==> config.mk <==
export PLATFORM = sky130hd
export DESIGN_NAME = qvc_core
export DESIGN_NICKNAME = d
export VERILOG_FILES = /design/src/shared/qvc_pkg.sv /design/src/shared/qvc_if.sv /design/src/qvc_core.sv /design/src/qvc_sync.sv
export VERILOG_INCLUDE_DIRS = /design/src /design/src/shared
export SDC_FILE = /design/constraint.sdc
export NUM_CORES = 1
export LEC_CHECK = 0
export BUFFER_PORTS_ARGS = -buffer_cell sky130_fd_sc_hd__buf_2
export CAP_MARGIN = 20
export CELL_PAD_IN_SITES_DETAIL_PLACEMENT = 0
export CELL_PAD_IN_SITES_GLOBAL_PLACEMENT = 1
export CORE_MARGIN = 4
export CORE_UTILIZATION = 38
export DETAILED_ROUTE_END_ITERATION = 10
export GPL_ROUTABILITY_DRIVEN = 0
export PLACE_DENSITY_LB_ADDON = 0.2
export SYNTH_ARGS = -nofsm -noshare
export SYNTH_HDL_FRONTEND = slang
export SYNTH_SLANG_ARGS = --single-unit
==> constraint.sdc <==
create_clock -name CLK_SYS -period 3.4 [get_ports CLK_SYS]
set_clock_uncertainty 0.2 [all_clocks]
set_input_delay 0.51 -clock CLK_SYS [delete_from_list [all_inputs] [get_ports CLK_SYS]]
set_output_delay 0.51 -clock CLK_SYS [all_outputs]
set_load 0.005 [all_outputs]
==> src/shared/qvc_params.svh <==
`ifndef QVC_PARAMS_SVH
`define QVC_PARAMS_SVH
// Notes on behaviour
// [RQ1] Supply on: stop charging, start soft-start.
// [RQ2] Soft-start lasts 12 ms in four steps.
// [RQ3] Sense limit steps 0.32 V up to 1 V.
// [RQ4] Valley logic switches on, sense comparator off.
// [RQ5] Valley counter holds switch-on crossing index.
// [RQ6] Judge feedback thresholds once every 48 ms.
// [RQ7] Always below low threshold: count up, max 7.
// [RQ8] Between low and high thresholds: hold value.
// [RQ9] Above high, below rapid: count down, min 1.
// [RQ10] Above rapid threshold: force counter to 1 at once.
// [RQ11] Counter stays 1 to 7, excess steps ignored.
// [RQ12] Counter starts at 1 after power-up.
// [RQ13] Count thresholds chosen by line voltage level.
// [RQ14] Crossing tally 0 to 7, counts falling crossings.
// [RQ15] Tally clears whenever gate drive goes high.
// [RQ16] After ringing suppression, on when tally reaches counter.
// [RQ17] Off for maximum interval: switch on regardless.
// [RQ18] Threshold latches per period, cleared each period.
// [RQ19] Soft-start steps timed by counting clock cycles.

// ----------------------------------------------------------------
// Timing
// ----------------------------------------------------------------
`define QVC_CLK_MHZ        100
`define QVC_PERIOD_MS      48
`define QVC_PERIOD_CYCLES  (`QVC_PERIOD_MS * 1000 * `QVC_CLK_MHZ)
`define QVC_SS_TOTAL_MS    12
`define QVC_SS_STEPS       4
`define QVC_SS_STEP_CYCLES ((`QVC_SS_TOTAL_MS * 1000 * `QVC_CLK_MHZ) / `QVC_SS_STEPS)
`define QVC_MAX_OFF_US     50
`define QVC_MAX_OFF_CYCLES (`QVC_MAX_OFF_US * `QVC_CLK_MHZ)
`define QVC_RING_NS        2000
`define QVC_RING_CYCLES    ((`QVC_RING_NS * `QVC_CLK_MHZ + 999) / 1000)

// ----------------------------------------------------------------
// Counter limits and levels
// ----------------------------------------------------------------
`define QVC_VALLEY_MIN 3'h1
`define QVC_VALLEY_MAX 3'h7
`define QVC_TALLY_MAX  3'h7
`define QVC_LIM_STEP0  10'h140
`define QVC_LIM_STEP1  10'h223
`define QVC_LIM_STEP2  10'h305
`define QVC_LIM_STEP3  10'h3E8
`define QVC_IN_W       7
`endif

==> src/shared/qvc_pkg.sv <==
package qvc_pkg;
	typedef enum logic [1:0] {QVC_IDLE, QVC_SOFT, QVC_RUN} qvc_state_e;

	typedef struct packed {
		qvc_state_e  state;
		logic [31:0] per_cnt;
		logic [31:0] ss_cnt;
		logic [1:0]  ss_step;
		logic [9:0]  limit;
		logic        lat_up;
		logic        lat_down;
		logic        lat_rapid;
		logic [2:0]  valley;
		logic [2:0]  tally;
		logic        gate;
		logic [31:0] off_cnt;
		logic        zc_prev;
		logic        charge;
		logic        line_sel;
	} qvc_core_s;
endpackage

==> src/shared/qvc_if.sv <==
`timescale 1ns/1ps
interface qvc_if;
	logic supply_on;
	logic fb_up;
	logic fb_down;
	logic fb_rapid;
	logic zc;
	logic cs_trip;
	logic line_high;
	modport src  (output supply_on, fb_up, fb_down, fb_rapid, zc, cs_trip, line_high);
	modport sink (input supply_on, fb_up, fb_down, fb_rapid, zc, cs_trip, line_high);
endinterface

==> src/qvc_core.sv <==
`timescale 1ns/1ps
`include "qvc_params.svh"
module qvc_core #(
	parameter int PERIOD_CYCLES  = `QVC_PERIOD_CYCLES,
	parameter int SS_STEP_CYCLES = `QVC_SS_STEP_CYCLES,
	parameter int MAX_OFF_CYCLES = `QVC_MAX_OFF_CYCLES,
	parameter int RING_CYCLES    = `QVC_RING_CYCLES
) (
	input  wire logic       CLK_SYS,
	input  wire logic       RSTN,
	input  wire logic       SUPPLY_ON,
	input  wire logic       FB_ABOVE_UP,
	input  wire logic       FB_ABOVE_DOWN,
	input  wire logic       FB_ABOVE_RAPID,
	input  wire logic       VALLEY_SENSE,
	input  wire logic       CS_TRIP,
	input  wire logic       LINE_HIGH,
	output logic            STARTUP_CHARGE_EN,
	output logic            GATE_DRIVE,
	output logic [2:0]      VALLEY_INDEX,
	output logic [2:0]      CROSSING_TALLY,
	output logic [9:0]      CS_LIMIT_MV,
	output logic            FB_THRESH_SEL
);
	qvc_if in_if ();

	qvc_sync #(
		.W(`QVC_IN_W)
	) u_sync (
		.clk  (CLK_SYS),
		.rst_n(RSTN),
		.raw  ({LINE_HIGH, CS_TRIP, VALLEY_SENSE, FB_ABOVE_RAPID, FB_ABOVE_DOWN, FB_ABOVE_UP, SUPPLY_ON}),
		.bus  (in_if.src)
	);

	qvc_pkg::qvc_core_s r_reg;
	qvc_pkg::qvc_core_s r_next;

	function automatic logic [9:0] step_limit(input logic [1:0] step);
		case (step)
			2'h0:    step_limit = `QVC_LIM_STEP0;
			2'h1:    step_limit = `QVC_LIM_STEP1;
			2'h2:    step_limit = `QVC_LIM_STEP2;
			default: step_limit = `QVC_LIM_STEP3;
		endcase
	endfunction

	// ----------------------------------------------------------------
	// Sequencing, valley counter and gate timing.
	// ----------------------------------------------------------------
	logic active;
	logic period_end;
	logic l_up;
	logic l_down;
	logic l_rapid;
	logic zc_fall;
	logic ring_done;
	logic max_off;

	assign active     = r_reg.state != qvc_pkg::QVC_IDLE;
	assign period_end = r_reg.per_cnt == 32'(PERIOD_CYCLES - 1);
	assign l_up       = r_reg.lat_up | in_if.fb_up;
	assign l_down     = r_reg.lat_down | in_if.fb_down;
	assign l_rapid    = r_reg.lat_rapid | in_if.fb_rapid;
	assign zc_fall    = in_if.zc & ~r_reg.zc_prev;
	assign ring_done  = r_reg.off_cnt >= 32'(RING_CYCLES);
	assign max_off    = r_reg.off_cnt >= 32'(MAX_OFF_CYCLES - 1);

	always_comb begin
		r_next          = r_reg;
		r_next.zc_prev  = in_if.zc;
		r_next.line_sel = in_if.line_high; // [RQ13]
		case (r_reg.state)
			qvc_pkg::QVC_IDLE: begin
				r_next.charge = 1'b1;
				if (in_if.supply_on) begin
					r_next.state   = qvc_pkg::QVC_SOFT; // [RQ1]
					r_next.charge  = 1'b0; // [RQ1]
					r_next.valley  = `QVC_VALLEY_MIN; // [RQ12]
					r_next.ss_step = 2'h0;
					r_next.ss_cnt  = '0;
					r_next.limit   = step_limit(2'h0); // [RQ3]
					r_next.per_cnt = '0;
					r_next.off_cnt = 32'(MAX_OFF_CYCLES - 1);
				end
			end
			qvc_pkg::QVC_SOFT: begin
				if (r_reg.ss_cnt == 32'(SS_STEP_CYCLES - 1)) begin // [RQ19]
					r_next.ss_cnt = '0;
					if (r_reg.ss_step == 2'(`QVC_SS_STEPS - 1)) begin // [RQ2]
						r_next.state = qvc_pkg::QVC_RUN;
					end else begin
						r_next.ss_step = r_reg.ss_step + 2'h1;
						r_next.limit   = step_limit(r_reg.ss_step + 2'h1); // [RQ3]
					end
				end else begin
					r_next.ss_cnt = r_reg.ss_cnt + 32'h1;
				end
			end
			qvc_pkg::QVC_RUN: begin
				r_next.limit = `QVC_LIM_STEP3;
			end
			default: begin
				r_next.state = qvc_pkg::QVC_IDLE;
			end
		endcase

		if (active) begin
			if (period_end) begin // [RQ6]
				r_next.per_cnt   = '0;
				r_next.lat_up    = 1'b0; // [RQ18]
				r_next.lat_down  = 1'b0;
				r_next.lat_rapid = 1'b0;
				if (l_rapid) begin
					r_next.valley = `QVC_VALLEY_MIN;
				end else if (l_down) begin
					if (r_reg.valley > `QVC_VALLEY_MIN) begin // [RQ9] [RQ11]
						r_next.valley = r_reg.valley - 3'h1;
					end
				end else if (l_up) begin
					r_next.valley = r_reg.valley; // [RQ8]
				end else if (r_reg.valley < `QVC_VALLEY_MAX) begin // [RQ7] [RQ11]
					r_next.valley = r_reg.valley + 3'h1;
				end
			end else begin
				r_next.per_cnt   = r_reg.per_cnt + 32'h1;
				r_next.lat_up    = l_up; // [RQ18]
				r_next.lat_down  = l_down;
				r_next.lat_rapid = l_rapid;
			end
			if (in_if.fb_rapid) begin
				r_next.valley = `QVC_VALLEY_MIN; // [RQ10]
			end

			if (r_reg.gate) begin
				if (in_if.cs_trip) begin // [RQ4]
					r_next.gate    = 1'b0;
					r_next.off_cnt = '0;
				end
			end else begin
				if (!max_off) begin
					r_next.off_cnt = r_reg.off_cnt + 32'h1;
				end
				if (zc_fall && r_reg.tally < `QVC_TALLY_MAX) begin // [RQ14]
					r_next.tally = r_reg.tally + 3'h1;
				end
				if ((ring_done && r_reg.tally >= r_reg.valley) || max_off) begin // [RQ16] [RQ17] [RQ5]
					r_next.gate  = 1'b1;
					r_next.tally = '0; // [RQ15]
				end
			end
		end

		if (!in_if.supply_on) begin
			r_next.state  = qvc_pkg::QVC_IDLE;
			r_next.gate   = 1'b0;
			r_next.charge = 1'b1;
			r_next.tally  = '0;
		end
	end

	always_ff @(posedge CLK_SYS or negedge RSTN) begin
		if (!RSTN) begin
			r_reg        <= '0;
			r_reg.state  <= qvc_pkg::QVC_IDLE;
			r_reg.valley <= `QVC_VALLEY_MIN;
			r_reg.charge <= 1'b1;
			r_reg.limit  <= `QVC_LIM_STEP0;
		end else begin
			r_reg <= r_next;
		end
	end

	assign STARTUP_CHARGE_EN = r_reg.charge;
	assign GATE_DRIVE        = r_reg.gate;
	assign VALLEY_INDEX      = r_reg.valley;
	assign CROSSING_TALLY    = r_reg.tally;
	assign CS_LIMIT_MV       = r_reg.limit;
	assign FB_THRESH_SEL     = r_reg.line_sel;
endmodule

==> src/qvc_sync.sv <==
`timescale 1ns/1ps
`include "qvc_params.svh"
module qvc_sync #(
	parameter int W = `QVC_IN_W
) (
	input  wire logic         clk,
	input  wire logic         rst_n,
	input  wire logic [W-1:0] raw,
	qvc_if.src                bus
);
	typedef struct packed {
		logic [W-1:0] ff1;
		logic [W-1:0] ff2;
		logic [W-1:0] ff3;
		logic [W-1:0] stable;
	} qvc_sync_s;

	qvc_sync_s s_reg;
	qvc_sync_s s_next;

	// ----------------------------------------------------------------
	// Three stages; a bit changes once stages two and three agree.
	// ----------------------------------------------------------------
	always_comb begin
		s_next     = s_reg;
		s_next.ff1 = raw;
		s_next.ff2 = s_reg.ff1;
		s_next.ff3 = s_reg.ff2;
		for (int i = 0; i < W; i++) begin
			if (s_reg.ff2[i] == s_reg.ff3[i]) begin
				s_next.stable[i] = s_reg.ff3[i];
			end
		end
	end

	always_ff @(posedge clk or negedge rst_n) begin
		if (!rst_n) begin
			s_reg <= '0;
		end else begin
			s_reg <= s_next;
		end
	end

	assign bus.supply_on = s_reg.stable[0];
	assign bus.fb_up     = s_reg.stable[1];
	assign bus.fb_down   = s_reg.stable[2];
	assign bus.fb_rapid  = s_reg.stable[3];
	assign bus.zc        = s_reg.stable[4];
	assign bus.cs_trip   = s_reg.stable[5];
	assign bus.line_high = s_reg.stable[6];
endmodule

==> results of run 1 <==
area by class of cell:
class / instances / share of cell area (%)
Tap cell: 265 / 3.82
Clock inverter: 15 / 2.07
Multi-Input combinational cell: 558 / 40.8
Timing Repair Buffer: 54 / 4.36
Sequential cell: 149 / 43.0
Clock buffer: 17 / 4.90
Inverter: 25 / 1.08
per-layer routing:
| layer | GRT usage (%) | vias up | part of all wire [%] |
|---|---|---|---|
| met2 | 26.0 | 137 | 47 |
| met1 | 23.0 | 2971 | 49 |
| met3 | 3.85 | 11 | 3.8 |
| li1 | - | 2892 | - |
| met4 | 4.25 | 0 | 0.78 |
| met5 | 0 | - | 0 |
worst max path at each step:
stage                           from              to  cells after the start
after floorplan            r_reg[82]  CS_LIMIT_MV[5]                      8
after global placement    r_reg[121]       r_reg[69]                      9
after detailed placement  r_reg[121]       r_reg[65]                      9
after CTS                 r_reg[121]       r_reg[65]                      9
after global routing      r_reg[121]       r_reg[69]                      9
final                     r_reg[121]       r_reg[65]                      9
stage by stage:
step	area, um^2	hold WS [ns]	util [%]	worst slack, ns
floorplan	7670	0.0144	-	1.05
global placement	8000	0.133	40.7	0.669
detailed placement	8000	0.135	40.7	0.574
CTS	8690	0.150	44.2	0.556
global route	8690	0.161	44.2	0.388
finish	8690	0.150	44.2	0.626
power by group through the flow:
stage                     sequential [W]  clock (W)  combinational [W]
after floorplan                  0.00206          0            0.00119
after global placement           0.00212          0            0.00165
after detailed placement         0.00213          0            0.00166
after CTS                        0.00209    0.00197            0.00168
after global routing             0.00212    0.00205            0.00186
final                            0.00210    0.00191            0.00166
cell usage in the layout, fill, tap and decap left out, types with 4 or more instances in the layout:
master,instances
or3_1,14
nor2_1,54
a22o_1,8
a21oi_1,37
o211ai_1,6
buf_4,19
and4_1,7
clkbuf_16,17
a31oi_1,32
maj3_1,7
nor4_1,9
dlygate4sd3_1,8
mux2i_1,9
nand4_1,19
and3_1,33
xnor2_1,15
dfstp_2,4
buf_2,25
nor2b_1,7
xor2_1,9
nand2b_1,7
nand3_1,42
mux2_4,4
o21ai_0,47
dfrtp_1,145
ha_1,21
and2_1,12
inv_1,25
a41oi_1,8
o31ai_1,6
nor3_1,16
inv_6,5
nand2_1,68
logic make-up after synthesis:
logic type,count (synthesis)
AOI/OAI and AO/OA,180
buffers and inverters,81
and+or+nand+nor,311
xor gates and xnor gates,24
adders and majority gates,28
muxes,14
DFF,149
other,1
==> flow_metrics.tcl, run 1 <==
set metrics [dict create \
    status "completed" \
    grt-ovfl-total 0 \
    grt_max_degree 88 \
    cts-root-buf "clkbuf_16" \
    post_cts_resized 0 \
    async_flop_share_pct 100 \
    slowest_delay_ns 0.64 \
    dp_hpwl_um 11900 \
    io-pin-count 28 \
    ir_worst_vdd_mv 0.359 \
    synth_area_leaders "dfrtp_1 (47%), ha_1 (3.4%), nand2_1 (3.3%)" \
    syn_area_um2 7670 \
    clock_latency_ns 0.42 \
    max_freq_mhz 361 \
    htree_levels 4 \
    switching_power_w 0.00210 \
    ys_seq_area_share_pct 48.7 \
    hold_start "u_sync.s_next[19]" \
    reg2reg_to "r_reg[65]" \
    powerDensity_nw_per_um2 652 \
    ff_latch_area_um2 3730 \
    placedCellCount 1043 \
    drv_slew 0 \
    drt-wirelength-per-cell_um 16.2 \
    syn2layout_area_growth_pct 13.4 \
    num_vias 6011 \
    timing.rr.start "r_reg[121]" \
    critical_path_class "flip-flop to flip-flop" \
    synth-compound-area-share_pct 15.0 \
    rsz0062_at_grt "false" \
    seq_power_share_pct 37.0 \
    hold_end "u_sync.s_next[12]" \
    first_pass_iters 5 \
    total_power_w 0.00567 \
    drive_above_1_share_pct 13.0 \
    largest_reg_flops 104 \
    rows 51 \
    grt_pass1_vias 5869 \
    cp.arrival_ns 2.89 \
    cts_buffers 17 \
    drv_cap 0 \
    n_antenna_cell 0 \
    worst_setup_path_start_kind "flip-flop" \
    synth_xor_area_share_pct 2.74 \
    cp.required_ns 3.51 \
    ys.flop_type "dfrtp_1" \
    synthAdderAreaFrac_pct 4.34 \
    whs_path_depth 0 \
    fin_nets 835 \
    critPathBufInv 2 \
    setup_viol 0 \
    cp_max_fo 13 \
    grt_pass1_wl_um 29900 \
    pwr-share-comb_pct 29.3 \
    synth_top_family_by_area "simple AND/OR/NAND/NOR gates" \
    ff2ff_path_depth 9 \
    synth_cell_type_count 72 \
    crit_family "simple AND/OR/NAND/NOR gates" \
    p_clk_share_pct 33.7 \
    multiInputGateArea_um2 3550 \
    setup_tns_ns 0 \
    die-area_um2 22500 \
    initial_core_util_pct 39.0 \
    hp-class "flip-flop to flip-flop" \
    synth_cells 788 \
    slowest_stage "a21oi_1" \
    drtAntennaViolNets 0 \
    final-instance-count-excl-fill 1083 \
    synth.avg_cell_area_um2 9.73 \
    synth.top_cell.area_share_pct 47.3 \
    synth-simple-area-share_pct 21.8 \
    yosysWarnings 0 \
    synth_edf_count 0 \
    path_clk_slew_ns 0.07 \
    power.internal_w 0.00357 \
    regToRegSetupSlack_ns 0.63 \
    die_y_um 150 \
    port_buffers 26 \
    period_minus_slack_ns 2.77 \
    initialDrtViolationCount 426 \
    netlist_top_cells_count "dfrtp_1 (145), nand2_1 (68), nor2_1 (56)" \
    clockBufferDepth 2 \
    grtUsageTotal_pct 16.5 \
    hold_buffers 8 \
    cts_tree "built" \
    slew_headroom_pct 34.9 \
    ys_seq_elements 149 \
    leakagePower_nw 3.78 \
    switching_share_pct 37.1 \
    worstPathCellList "inv_1 -> ha_1 -> buf_4 -> and2_1 -> a21oi_1 -> nor3b_1 -> nand3_1 -> xor2_1 -> nor2_1" \
    hold_violations 0 \
    antenna_found_initial 0 \
    drc 0 \
    cts_setup_buffers 0 \
    tightest_slew_ns 0.970 \
    cts_sinks 149 \
    num-fill-cells 1925 \
    synth.most_common_cell "dfrtp_1" \
    yosysTopAreaCell "dfrtp_1" \
    synth.net_count 818 \
    die_x_um 150 \
    core_area_um2 19700 \
    vias_per_cell 5.55 \
    endpoint_kind "flip-flop" \
    synth.mux.area_fraction_pct 2.11 \
    routed_wl_um 17500 \
    fin_crit_sh_pct 81.6 \
]
(Power assumes the default switching activity.)
==> inputs of run 2 (changes only) <==
--- a/config.mk
+++ b/config.mk
@@ -6,6 +6,7 @@
 export SDC_FILE = /design/constraint.sdc
 export NUM_CORES = 1
 export LEC_CHECK = 0
+export ABC_AREA = 1
 export BUFFER_PORTS_ARGS = -buffer_cell sky130_fd_sc_hd__buf_2
 export CAP_MARGIN = 20
 export CELL_PAD_IN_SITES_DETAIL_PLACEMENT = 0
==> constraint.sdc (replaced) <==
create_clock -name CLK_SYS -period 2.6 [get_ports CLK_SYS]
set_clock_uncertainty 0.2 [all_clocks]
set_input_delay 0.39 -clock CLK_SYS [delete_from_list [all_inputs] [get_ports CLK_SYS]]
set_output_delay 0.39 -clock CLK_SYS [all_outputs]
set_load 0.005 [all_outputs]
==> run 2 against run 1 <==
Effect of this change:
- worst hold slack hardly changed
- clock power is 27% higher
- critical endpoint is now r_reg[5]
- register-to-register slack worse by 0.34 ns
- non-clock buffer count increased by 1
- sequential share of layout area decreased by 4.3 points
- die area increased by 11%
- area after synthesis is 12% higher
- synthesized cell count grew 47%
- routed wire length grew 26%
==> flow_metrics.tcl, run 2 <==
set metrics [dict create \
    status "completed" \
    drv_slew 0 \
    path_clk_slew_ns 0.07 \
    synth_area_leaders "dfrtp_1 (42%), nand2_1 (13%), inv_1 (5.9%)" \
    syn2layout_area_growth_pct 12.8 \
    clockBufferDepth 2 \
    die_y_um 158 \
    setup_tns_ns 0 \
    initialDrtViolationCount 370 \
    rsz0062_at_grt "false" \
    ys.flop_type "dfrtp_1" \
    drive_above_1_share_pct 7.93 \
    initial_core_util_pct 38.9 \
    fin_nets 1215 \
    pwr-share-comb_pct 32.2 \
    p_clk_share_pct 31.4 \
    grtUsageTotal_pct 18.5 \
    worst_setup_path_start_kind "flip-flop" \
    dp_hpwl_um 15900 \
    cp.arrival_ns 2.42 \
    drc 0 \
    setup_viol 0 \
    fin_crit_sh_pct 89.2 \
    post_cts_resized 0 \
    drt-wirelength-per-cell_um 14.9 \
    max_freq_mhz 431 \
    core_area_um2 22000 \
    synth_cell_type_count 40 \
    seq_power_share_pct 36.5 \
    endpoint_kind "flip-flop" \
    num-fill-cells 2237 \
    multiInputGateArea_um2 4060 \
    cts_tree "built" \
    io-pin-count 28 \
    rows 54 \
    die-area_um2 25000 \
    largest_reg_flops 104 \
    cts_buffers 17 \
    synth.most_common_cell "nand2_1" \
    power.internal_w 0.00469 \
    htree_levels 4 \
    cts-root-buf "clkbuf_16" \
    switching_share_pct 39.1 \
    routed_wl_um 22000 \
    syn_area_um2 8550 \
    hold_violations 0 \
    yosysWarnings 0 \
    grt_max_degree 54 \
    grt_pass1_vias 7455 \
    num_vias 7497 \
    ff_latch_area_um2 3730 \
    synth_cells 1155 \
    clock_latency_ns 0.43 \
    synth.net_count 1185 \
    leakagePower_nw 4.44 \
    port_buffers 26 \
    hold_slack_ns 0.150 \
    final_cell_mix "nand2_1 (299), dfrtp_1 (145), inv_1 (135), nor2_1 (124), nand3_1 (94)" \
    critical_path_class "flip-flop to flip-flop" \
    switching_power_w 0.00301 \
    hp-class "flip-flop to flip-flop" \
    first_pass_iters 5 \
    ys_seq_elements 149 \
    vias_per_cell 5.07 \
    period_minus_slack_ns 2.32 \
    die_x_um 158 \
    layout_commonest_cell "nand2_1" \
    cp.required_ns 2.71 \
    drv_cap 0 \
    ys_seq_area_share_pct 43.7 \
    grt-ovfl-total 0 \
    slew_headroom_pct 62.4 \
    ir_worst_vdd_mv 0.523 \
    drtAntennaViolNets 0 \
    synth.avg_cell_area_um2 7.40 \
    powerDensity_nw_per_um2 798 \
    tightest_slew_ns 0.563 \
    antenna_found_initial 0 \
    hold_buffers 8 \
    netlist_top_cells_count "nand2_1 (299), dfrtp_1 (145), inv_1 (135)" \
    async_flop_share_pct 100 \
    yosysTopAreaCell "dfrtp_1" \
    cts_setup_buffers 0 \
    synth.top_cell.area_share_pct 42.4 \
    cp_max_fo 10 \
    synth_edf_count 0 \
    cts_sinks 149 \
    grt_pass1_wl_um 37200 \
    n_antenna_cell 0 \
]
-- run 2: cell types whose count changed after synthesis, moves of 16 or more --
cell / before / now
nor3_1: 16 / 38
nand2_1: 68 / 299
and3_1: 33 / 0
nand4_1: 19 / 46
o211ai_1: 6 / 22
nor2_1: 56 / 124
o21ai_0: 47 / 88
inv_1: 25 / 135
nand3_1: 42 / 94
a31oi_1: 32 / 0
-- run 2: power by group through the flow --
stage                     clock (W)  sequential [W]  combinational (W)
final                       0.00242         0.00281            0.00248
after global routing        0.00259         0.00285            0.00286
after CTS                   0.00249         0.00281            0.00251
after detailed placement          0         0.00285            0.00250
after global placement            0         0.00284            0.00251
after floorplan                   0         0.00278            0.00177
-- run 2: cells by family (layout without fill, tap and decap cells) --
kind of cell	after synthesis	count (layout)	share of synthesized area (%)
simple gates	618	618	31.1
buf+inv	183	226	8.84
compound gates	151	151	9.92
flops	149	149	43.7
fa+ha+maj	28	28	3.89
xor+xnor	25	25	2.56
other cells	1	1	0.0439
-- run 2: layer usage --
metal	share of wire [%]	track usage, %	vias up
met1	47	24.8	3507
met2	48	30.7	122
met3	3.1	3.69	29
met4	1.6	5.08	0
met5	0	0	-
li1	-	-	3839
-- run 2: through the flow --
| step | util (%) | std cells | setup slack [ns] | instance area, um^2 | total power, W |
|---|---|---|---|---|---|
| 3_5_place_dp | 41.0 | 1438 | 0.307 | 9000 | 0.00535 |
| 4_1_cts | 43.9 | 1478 | 0.289 | 9650 | 0.00781 |
| 2_1_floorplan | - | 1155 | 0.552 | 8550 | 0.00454 |
| 6_report | 43.9 | 1478 | 0.282 | 9650 | 0.00770 |
| 3_3_place_gp | 41.0 | 1438 | 0.321 | 9000 | 0.00535 |
| 5_1_grt | 43.9 | 1478 | 0.0169 | 9650 | 0.00830 |
-- run 2: final timing paths --
check | from | endpoint | slack (ns) | depth (start not counted)
worst max-delay path | r_reg[26] | r_reg[5] | 0.28 | 10
worst min-delay path | u_sync.s_next[20] | u_sync.s_next[13] | 0.15 | 0
worst max register to register | r_reg[26] | r_reg[5] | 0.28 | 10
worst min register to register | u_sync.s_next[20] | u_sync.s_next[13] | 0.15 | 0
max in group asynchronous | RSTN | STARTUP_CHARGE_EN | 1.17 | 3
min in group asynchronous | RSTN | r_reg[113] | 0.29 | 2
-- run 2: worst max-delay path: stages (launching register included) --
cell,delay [ns]
dfrtp_1,0.40
nor2_1,0.12
nand2_1,0.06
nor2_1,0.10
nand2_1,0.05
nor2_1,0.32
nand2_1,0.33
nand2_1,0.33
nand2_1,0.12
o21ai_0,0.09
o21ai_0,0.10
-- run 2: area by class of cell --
type	count	area share, %
timing repair buffer	55	4.27
clock buffer	19	4.49
clock inverter	13	1.41
sequential	149	38.7
inverter	139	5.41
multi-input combinational	823	42.1
tap	280	3.63
